`src/rtl/bld_pkg.sv`:
```
// shared constants for the backlight dimming control ends
package bld_pkg;
  localparam int unsigned CLK_HZ = 20000000;
  // soft start length in microseconds
  localparam int unsigned SOFT_START_US = 1000;
  localparam int unsigned SOFT_START_CYC = (SOFT_START_US * (CLK_HZ / 1000000));
  // least pwm phase in microseconds
  localparam int unsigned MIN_PHASE_US = 50;
  localparam int unsigned MIN_PHASE_CYC = (MIN_PHASE_US * (CLK_HZ / 1000000));
  // power pwm high count above which soft start is skipped
  localparam logic [2:0] POW_EDGE_LIMIT = 3'h3;
  localparam logic [1:0] DRV_EDGE_LIMIT = 2'h2;
  localparam int unsigned NUM_CH = 6;
  // led current selection codes
  typedef enum logic [1:0] {
    BLD_CUR_OFF = 2'b00,
    BLD_CUR_START = 2'b01,
    BLD_CUR_NORMAL = 2'b10
  } bld_cur_t;
  // host modes
  typedef enum logic [1:0] {
    BLD_MODE_IDLE = 2'b00,
    BLD_MODE_POW = 2'b01,
    BLD_MODE_DRV = 2'b10
  } bld_mode_t;
  localparam logic [7:0] REG_CTRL = 8'h00;
  localparam logic [7:0] REG_DUTY = 8'h04;
  localparam logic [7:0] REG_PERIOD = 8'h08;
  localparam logic [7:0] REG_STATUS = 8'h0c;
  localparam logic [15:0] PERIOD_RST = 16'h2710;
  localparam logic [15:0] DUTY_RST = 16'h1388;
endpackage : bld_pkg

```
`src/rtl/bld_link_if.sv`:
```
// pin level link between the dimming host and the backlight device
`timescale 1ns/100ps
interface bld_link_if;
  logic chip_enable_n;
  logic power_pwm_in;
  logic driver_pwm_in;
  modport host (output chip_enable_n, output power_pwm_in, output driver_pwm_in);
  modport dev (input chip_enable_n, input power_pwm_in, input driver_pwm_in);
endinterface : bld_link_if

```
`src/rtl/bld_edge_cnt.sv`:
```
// saturating rising edge counter cleared while the enable is low
`timescale 1ns/100ps
module bld_edge_cnt #(
  parameter int unsigned W = 3,
  parameter logic [W-1:0] LIMIT = '0
) (
  // clock and reset
  input wire logic i_core_clk,
  input wire logic i_rst_n,
  // control
  input wire logic i_clear,
  input wire logic i_level,
  // result
  output logic o_passed
);
  logic prev_r;
  logic [W-1:0] cnt_r;

  always_ff @(posedge i_core_clk) begin
    if (!i_rst_n || i_clear) begin
      prev_r <= 1'b0;
    end else begin
      prev_r <= i_level;
    end
  end

  // saturates so a long pwm run never wraps back into soft start
  always_ff @(posedge i_core_clk) begin
    if (!i_rst_n || i_clear) begin
      cnt_r <= '0;
    end else if (i_level && !prev_r && (cnt_r != {W{1'b1}})) begin
      cnt_r <= cnt_r + {{(W-1){1'b0}}, 1'b1};
    end
  end

  assign o_passed = (cnt_r >= LIMIT);
endmodule : bld_edge_cnt

```
`src/rtl/bld_dev.sv`:
```
// backlight device control logic: power state, soft start and current select
//
// Overview of operation
// - host raises enable and driver pwm before power pwm
// - 1ms soft start, skipped after three power highs
// - soft start skip held until enable goes low
// - host turns lights off via enable low
// - host raises enable and power pwm before driver pwm
// - driver pwm low sinks starting current
// - second driver pwm rise zeroes starting current
// - driver pwm high normal current, low off
// - host driver pwm phases at least 50us
// - host driver pwm 100Hz to 10kHz
// - enable cycle re-arms starting current
// - power pwm high powers on, low powers off
// - host power pwm phases at least 50us
// - host power pwm 100Hz to 1kHz; host does not check period_r, and its reset value gives 2kHz
// - host never pulses enable with power pwm
// - enable and power high select by driver pwm
// - channel use latched until enable low
//
// Decided for this implementation: the register addresses and the strobed register port.
`timescale 1ns/100ps
module bld_dev (
  // clock and reset
  input wire logic i_core_clk,
  input wire logic i_rst_n,
  // link from host
  bld_link_if.dev link,
  // channel sense, high when a channel is not grounded
  input wire logic [bld_pkg::NUM_CH-1:0] i_ch_present,
  // current control outputs
  output logic o_powered,
  output logic o_soft_start,
  output logic o_start_cur_en,
  output logic o_skip_soft_start,
  output logic [bld_pkg::NUM_CH-1:0] o_ch_used,
  output bld_pkg::bld_cur_t o_cur_sel
);
  logic en_low;
  logic power_on;
  logic skip_ss;
  logic drv_second;
  logic pow_prev_r;
  logic drv_prev_r;
  logic drv_rise;
  logic [15:0] ss_cnt_r;
  logic ss_active_r;
  logic ch_latched_r;
  logic [bld_pkg::NUM_CH-1:0] ch_used_r;
  bld_pkg::bld_cur_t cur_nxt;
  bld_pkg::bld_cur_t cur_r;

  assign en_low = !link.chip_enable_n;
  assign power_on = link.chip_enable_n && link.power_pwm_in;
  // only driver pin rises seen while powered count, so power pulses with the driver pin held high never
  // clear the starting current
  assign drv_rise = link.driver_pwm_in && !drv_prev_r && power_on;

  // counts power highs; from the fourth high on the power up skips soft start
  bld_edge_cnt #(
    .W(3),
    .LIMIT(bld_pkg::POW_EDGE_LIMIT)
  ) u_pow_cnt (
    .i_core_clk(i_core_clk),
    .i_rst_n(i_rst_n),
    .i_clear(en_low),
    .i_level(link.power_pwm_in),
    .o_passed(skip_ss)
  );

  bld_edge_cnt #(
    .W(2),
    .LIMIT(bld_pkg::DRV_EDGE_LIMIT)
  ) u_drv_cnt (
    .i_core_clk(i_core_clk),
    .i_rst_n(i_rst_n),
    .i_clear(en_low),
    .i_level(drv_rise),
    .o_passed(drv_second)
  );

  always_ff @(posedge i_core_clk) begin
    if (!i_rst_n) begin
      pow_prev_r <= 1'b0;
    end else begin
      pow_prev_r <= power_on;
    end
  end

  always_ff @(posedge i_core_clk) begin
    if (!i_rst_n) begin
      drv_prev_r <= 1'b0;
    end else begin
      drv_prev_r <= link.driver_pwm_in;
    end
  end

  // soft start restarts at each power up unless skipped
  always_ff @(posedge i_core_clk) begin
    if (!i_rst_n || !power_on) begin
      ss_cnt_r <= 16'h0000;
      ss_active_r <= 1'b0;
    end else if (!pow_prev_r) begin
      ss_cnt_r <= 16'h0000;
      ss_active_r <= !skip_ss;
    end else if (ss_active_r) begin
      if (ss_cnt_r == 16'(bld_pkg::SOFT_START_CYC - 1)) begin
        ss_active_r <= 1'b0;
      end
      ss_cnt_r <= ss_cnt_r + 16'h0001;
    end
  end

  // channel selection is caught at the first power up and kept until enable low
  always_ff @(posedge i_core_clk) begin
    if (!i_rst_n || en_low) begin
      ch_latched_r <= 1'b0;
      ch_used_r <= '0;
    end else if (power_on && !ch_latched_r) begin
      ch_latched_r <= 1'b1;
      ch_used_r <= i_ch_present;
    end
  end

  always_comb begin
    cur_nxt = bld_pkg::BLD_CUR_OFF;
    if (power_on) begin
      if (link.driver_pwm_in) begin
        cur_nxt = bld_pkg::BLD_CUR_NORMAL;
      end else if (!drv_second) begin
        cur_nxt = bld_pkg::BLD_CUR_START;
      end
    end
  end

  always_ff @(posedge i_core_clk) begin
    if (!i_rst_n) begin
      cur_r <= bld_pkg::BLD_CUR_OFF;
    end else begin
      cur_r <= cur_nxt;
    end
  end

  assign o_powered = pow_prev_r;
  assign o_soft_start = ss_active_r;
  assign o_start_cur_en = !drv_second;
  assign o_skip_soft_start = skip_ss;
  assign o_ch_used = ch_used_r;
  assign o_cur_sel = cur_r;
endmodule : bld_dev

```
`src/flat_wrapper.sv`:
```
// flat-port wrapper written by rule: the top's interface ports become plain ports
module bld_dev_flat 
  (i_core_clk, i_rst_n, i_ch_present, o_powered, o_soft_start, o_start_cur_en, o_skip_soft_start, o_ch_used, o_cur_sel, link_chip_enable_n, link_power_pwm_in, link_driver_pwm_in);
  bld_link_if link_i ();
  input wire logic i_core_clk;
  input wire logic i_rst_n;
  input wire logic [bld_pkg::NUM_CH-1:0] i_ch_present;
  output logic o_powered;
  output logic o_soft_start;
  output logic o_start_cur_en;
  output logic o_skip_soft_start;
  output logic [bld_pkg::NUM_CH-1:0] o_ch_used;
  output bld_pkg::bld_cur_t o_cur_sel;
  input wire logic [$bits(link_i.chip_enable_n)-1:0] link_chip_enable_n;
  input wire logic [$bits(link_i.power_pwm_in)-1:0] link_power_pwm_in;
  input wire logic [$bits(link_i.driver_pwm_in)-1:0] link_driver_pwm_in;
  assign link_i.chip_enable_n = link_chip_enable_n;
  assign link_i.power_pwm_in = link_power_pwm_in;
  assign link_i.driver_pwm_in = link_driver_pwm_in;
  bld_dev u_core (.i_core_clk(i_core_clk), .i_rst_n(i_rst_n), .link(link_i), .i_ch_present(i_ch_present), .o_powered(o_powered), .o_soft_start(o_soft_start), .o_start_cur_en(o_start_cur_en), .o_skip_soft_start(o_skip_soft_start), .o_ch_used(o_ch_used), .o_cur_sel(o_cur_sel));
endmodule
```
`config.mk`:
```
export PLATFORM = sky130hd
export DESIGN_NAME = bld_dev_flat
export DESIGN_NICKNAME = d
export VERILOG_FILES = /design/src/rtl/bld_pkg.sv /design/src/rtl/bld_link_if.sv /design/src/rtl/bld_edge_cnt.sv /design/src/rtl/bld_dev.sv /design/src/flat_wrapper.sv
export SDC_FILE = /design/constraint.sdc
export NUM_CORES = 1
export LEC_CHECK = 0
export BUFFER_PORTS_ARGS = -buffer_cell sky130_fd_sc_hd__buf_2
export CAP_MARGIN = 20
export CELL_PAD_IN_SITES_DETAIL_PLACEMENT = 0
export CELL_PAD_IN_SITES_GLOBAL_PLACEMENT = 2
export CORE_UTILIZATION = 30
export DETAILED_ROUTE_END_ITERATION = 6
export GPL_TIMING_DRIVEN = 0
export PLACE_DENSITY_LB_ADDON = 0.1
export SLEW_MARGIN = 10
export SYNTH_ARGS = -nofsm -noshare
export SYNTH_HDL_FRONTEND = slang
export SYNTH_SLANG_ARGS = --single-unit
export TNS_END_PERCENT = 100
```
`constraint.sdc`:
```
create_clock -name i_core_clk -period 1.4 [get_ports i_core_clk]
set_input_delay 0.14 -clock i_core_clk [delete_from_list [all_inputs] [get_ports i_core_clk]]
set_output_delay 0.14 -clock i_core_clk [all_outputs]
set_load 0.02 [all_outputs]
```
### Yosys cells after proc, flatten, opt, wreduce, memory -nomap -nowiden

Cells that the tools add are included.

* register bits: 35
* input bits: 11
* output and inout port bits: 12

* $add $sub $neg: 3
* order comparisons: 2
* eq/ne operators: 3
* muxes and demuxes: 5
* bitwise gates (word level): 3
* reductions and logical operators: 22

Operators by type and width (count)
* $add 16x1->16 const B: 1
* $eq 16x15->1 const B: 1
* $logic_not 1->1: 9
* $logic_and 1x1->1: 8
* $mux 1: 4
* $add 3x1->3 const B: 1
* $ge 3x2->1 const B: 1
* $ne 3x3->1 const B: 1
* $not 1->1: 3
* $reduce_or 3->1: 1
* $add 2x1->2 const B: 1
* $ge 2x2->1 const B: 1
* $logic_or 1x1->1: 2
* $mux 2: 1
* $ne 2x2->1 const B: 1
* $reduce_and 2->1: 1
* $reduce_or 2->1: 1

### Logic depth before layout (Yosys ltp)

* depth in word-level cells: 5
* mapped depth: 5
* gate-level depth less buffers: 5

### Cells and area by module

From an unflattened synthesis, not the netlist that was laid out.

* cells, all modules: 165
* area, all modules: 1601.5 µm²

By module, submodules not included
* bld_dev: instances 1, cells an instance 130, area an instance 1208.7 µm²
* bld_edge_cnt (u_core.u_pow_cnt): instances 1, cells an instance 20, area an instance 230.2 µm²
* bld_edge_cnt (u_core.u_drv_cnt): instances 1, cells an instance 15, area an instance 162.7 µm²

### Worst setup path after synthesis

No wires, ideal clock.

* kind: register to register
* from: reg u_core.ss_active_r (netlist: u_core.o_soft_start)
* to: reg u_core.ss_cnt_r[14]
* library setup time: 0.071 ns
* arrival time: 1.493 ns
* required time: 1.329 ns
* path slack: -0.164 ns
* stages on the path, launching flop included: 6
* period minus slack after synthesis: 1.564 ns
* path through: dfxtp_1 -> buf_4 -> nand3_2 -> or3_1 -> or3_1 -> a21oi_1

RTL lines
* start, declared: RTL line bld_dev.sv:48 `logic ss_active_r;`
* start signal, assigned: RTL line bld_dev.sv:106 `ss_active_r <= !skip_ss;`
* end signal, assigned: RTL line bld_dev.sv:111 `ss_cnt_r <= ss_cnt_r + 16'h0001;`
* end, declared: RTL line bld_dev.sv:47 `logic [15:0] ss_cnt_r;`

### Worst setup path after layout

* from: reg u_core.u_pow_cnt.cnt_r[1]
* to: out o_skip_soft_start

* cells in the longest elaborated chain, start to end: 1

RTL lines
* start, declared: RTL line bld_edge_cnt.sv:17 `logic [W-1:0] cnt_r;`
* start signal, assigned: RTL line bld_edge_cnt.sv:32 `cnt_r <= cnt_r + {{(W-1){1'b0}}, 1'b1};`
* $ge 3x2->1: RTL line bld_edge_cnt.sv:36 `assign o_passed = (cnt_r >= LIMIT);`
* end, declared: RTL line flat_wrapper.sv:11 `output logic o_skip_soft_start;`

No other way between the ends.

==> flow_metrics.tcl <==
set metrics [dict create \
    seq_area_um2 728 \
    final_common_cell "nor2_1" \
    nFillCells 442 \
    worst_pin_slew_ns 0.520 \
    crit_path_max_fanout 2 \
    globalplace.congestion 0.776 \
    antenna_cells 0 \
    drive_above_1_share_pct 41.5 \
    grtUsageTotal_pct 14.9 \
    nNetsFinal 217 \
    p_leak_uw 0.000781 \
    root_buffer "clkbuf_8" \
    grt_pass1_vias 1270 \
    min_period_over_period_pct 106 \
    drt_pre_antenna_iters 4 \
    port_buffers 22 \
    drtAntennaViolNets 0 \
    routed_wl_mm 3.29 \
    synth-edff-count 0 \
    cts_tree "yes" \
    io_pins 23 \
    postLayoutCellArea_mm2 0.00201 \
    grt_pass1_wl_mm 5.78 \
    area_growth_syn_to_layout_pct 38.7 \
    die_area_mm2 0.00512 \
    antenna_found_initial 0 \
    skew_ns 0.00584 \
    holdPathStages 2 \
    drt-initial-drc-count 31 \
    grt_start_max_net_pins 12 \
    worst_slack_ns -0.0881 \
    cts_buffers 5 \
    vias 1234 \
    ys_async_sr_fraction_pct 0 \
    dp_hpwl_mm 2.18 \
    setup_viol 2 \
    crit_arrival_ns 1.35 \
    vias_per_cell 4.90 \
    drc_errors 0 \
    initial_core_util_pct 32.2 \
    timing.setup.tns_ns -0.169 \
    synth_cell_types 30 \
    synth_area_leaders "dfxtp_1 48%, nor2_1 7.2%, mux2i_1 5.5%, xnor2_1 5.4%, ha_1 5.2%" \
    synthCells 155 \
    stdcell_count 252 \
    holdBufCountCts 0 \
    rsz0062_at_grt "true" \
    rows 24 \
    finalHoldViolations 0 \
    syn_nets 172 \
    finish.utilization_pct 44.7 \
    globalRouteOverflowTotal 0 \
    synth-main-ff-cell "dfxtp_1" \
    dp_cells 229 \
    power_density_mw_per_mm2 1010 \
    die_height_um 71.5 \
    clock_path_buffers 2 \
    ys_seq_area_share_pct 48.3 \
    start_kind "flop" \
    max_clock_freq_mhz 672 \
    r2r_setup_slack_ns -0.08 \
    cts.sinks 35 \
    avgSynthCellArea_um2 9.36 \
    clock_latency_ns 0.29 \
    htree_levels 2 \
    criticalPathCategory "reg -> out" \
    hold_path_class "in -> reg" \
    outcome "complete, but fails checks" \
    die_w_um 71.5 \
    ys_ff_latch 35 \
    pre_cts_ws_ns -0.240 \
    cp.required_ns 1.26 \
    wire_per_inst_um 13.1 \
    mappedNetlistArea_mm2 0.00145 \
    end_kind "output pin" \
    synth_top_cell_by_area "dfxtp_1" \
    yosysTopAreaCellShare_pct 48.3 \
    cap_violations 0 \
    post_dp_cell_area_mm2 0.00163 \
    slew_viol_final 0 \
    ir_worst_vdd_v 0.000476 \
    violations "setup timing" \
    most-common-layout-cells "28 x nor2_1, 21 x buf_2, 17 x dfxtp_1" \
    yosysWarnings 0 \
    worst_r2r_path_depth 5 \
    max_slew_margin_pct 65.3 \
    core-area_mm2 0.00450 \
    multi_input_area_um2 831 \
    clk_pin_slew_worst_paths_ns 0.08 \
    fin_crit_ns 1.49 \
]
[layout make-up]
cell class | instances | share of cell area, %
plain buffers | 4 | 1.12
clock buffers | 5 | 3.42
clock inverters | 2 | 1.87
inverters | 6 | 1.12
multi-input cells | 110 | 41.3
flip-flops and latches | 35 | 36.2
well taps | 52 | 3.23
repair buffers | 38 | 11.8
[cell usage after synthesis, drive strengths merged, types with 3 or more instances]
cell    instances
xor2            5
a21oi           3
mux2i           8
nor2           28
dfxtp          35
clkbuf          3
nand3           7
ha              6
nand4           6
nor4            7
nand2           8
or3             3
inv             6
xnor2           9
[where the power goes]
group | total [µW] | leakage (µW) | internal (µW) | switching [µW]
Clock | 897 | 0.0000502 | 520 | 376
Combinational | 121 | 0.000438 | 57.0 | 63.9
Sequential | 1020 | 0.000293 | 1010 | 10.5
Total | 2040 | 0.000781 | 1590 | 451
[metal layers]
metal / global-route usage [%] / up-vias / part of all wire [%]
li1: - / 628 / -
met4: 8.06 / 0 / 2.8
met1: 16.3 / 575 / 45
met5: 0 / - / 0
met2: 25.4 / 21 / 48
met3: 5.20 / 10 / 4.3
[stage by stage]
stage               total power [µW]  hold slack, ns
finish                          2040          0.0536
global route                    2130          0.0517
CTS                             2060          0.0419
detailed placement              1150           0.355
global placement                1140           0.352
floorplan                       1110           0.219
[sequential cells by signal, indices dropped and copies added (netlist names)]
register                 flops
u_core.o_cur_sel             2
u_core.drv_prev_r            1
u_core.o_powered             1
u_core.o_soft_start          1
u_core.u_pow_cnt.prev_r      1
u_core.u_pow_cnt.cnt_r       3
u_core.ch_latched_r          1
u_core.u_drv_cnt.cnt_r       2
u_core.u_drv_cnt.prev_r      1
u_core.o_ch_used             6
u_core.ss_cnt_r             16
[critical path, stage by stage (launching register included)]
cell     delay [ns]
dfxtp_2        0.34
ha_4           0.17
ha_4           0.15
a211o_1        0.26
buf_6          0.14
[final timing paths]
kind                                           from                                to
min                              link_driver_pwm_in    u_core.o_cur_sel[0]$_SDFF_PP0_
max          u_core.u_pow_cnt.cnt_r[1]$_SDFFE_PP0P_                 o_skip_soft_start
min reg2reg        u_core.ch_latched_r$_SDFFE_PP0P_  u_core.ch_latched_r$_SDFFE_PP0P_
max reg2reg         u_core.ss_cnt_r[0]$_SDFFE_PP0P_  u_core.ss_cnt_r[14]$_SDFFE_PP0P_
[kinds of logic (layout without fill, tap and decap cells)]
logic type | Yosys count | after routing | synth area share, %
AO/OA/AOI/OAI | 10 | 10 | 4.49
XOR/XNOR | 14 | 14 | 8.46
adder cells (fa/ha/maj) | 6 | 6 | 5.18
buffers and inverters | 10 | 55 | 2.85
flip-flops | 35 | 35 | 48.3
multiplexers | 8 | 8 | 5.52
AND/OR/NAND/NOR | 72 | 72 | 25.2
[repair_timing]
item / 4_1_cts / 5_1_grt
gates resized for setup: 34 / 11
pin swaps: 10 / 10
setup buffers: 15 / 1
gates cloned: 0 / 0
endpoints found under the setup margin: 9 / 18
Note: power is estimated with default switching activity, not from simulation.
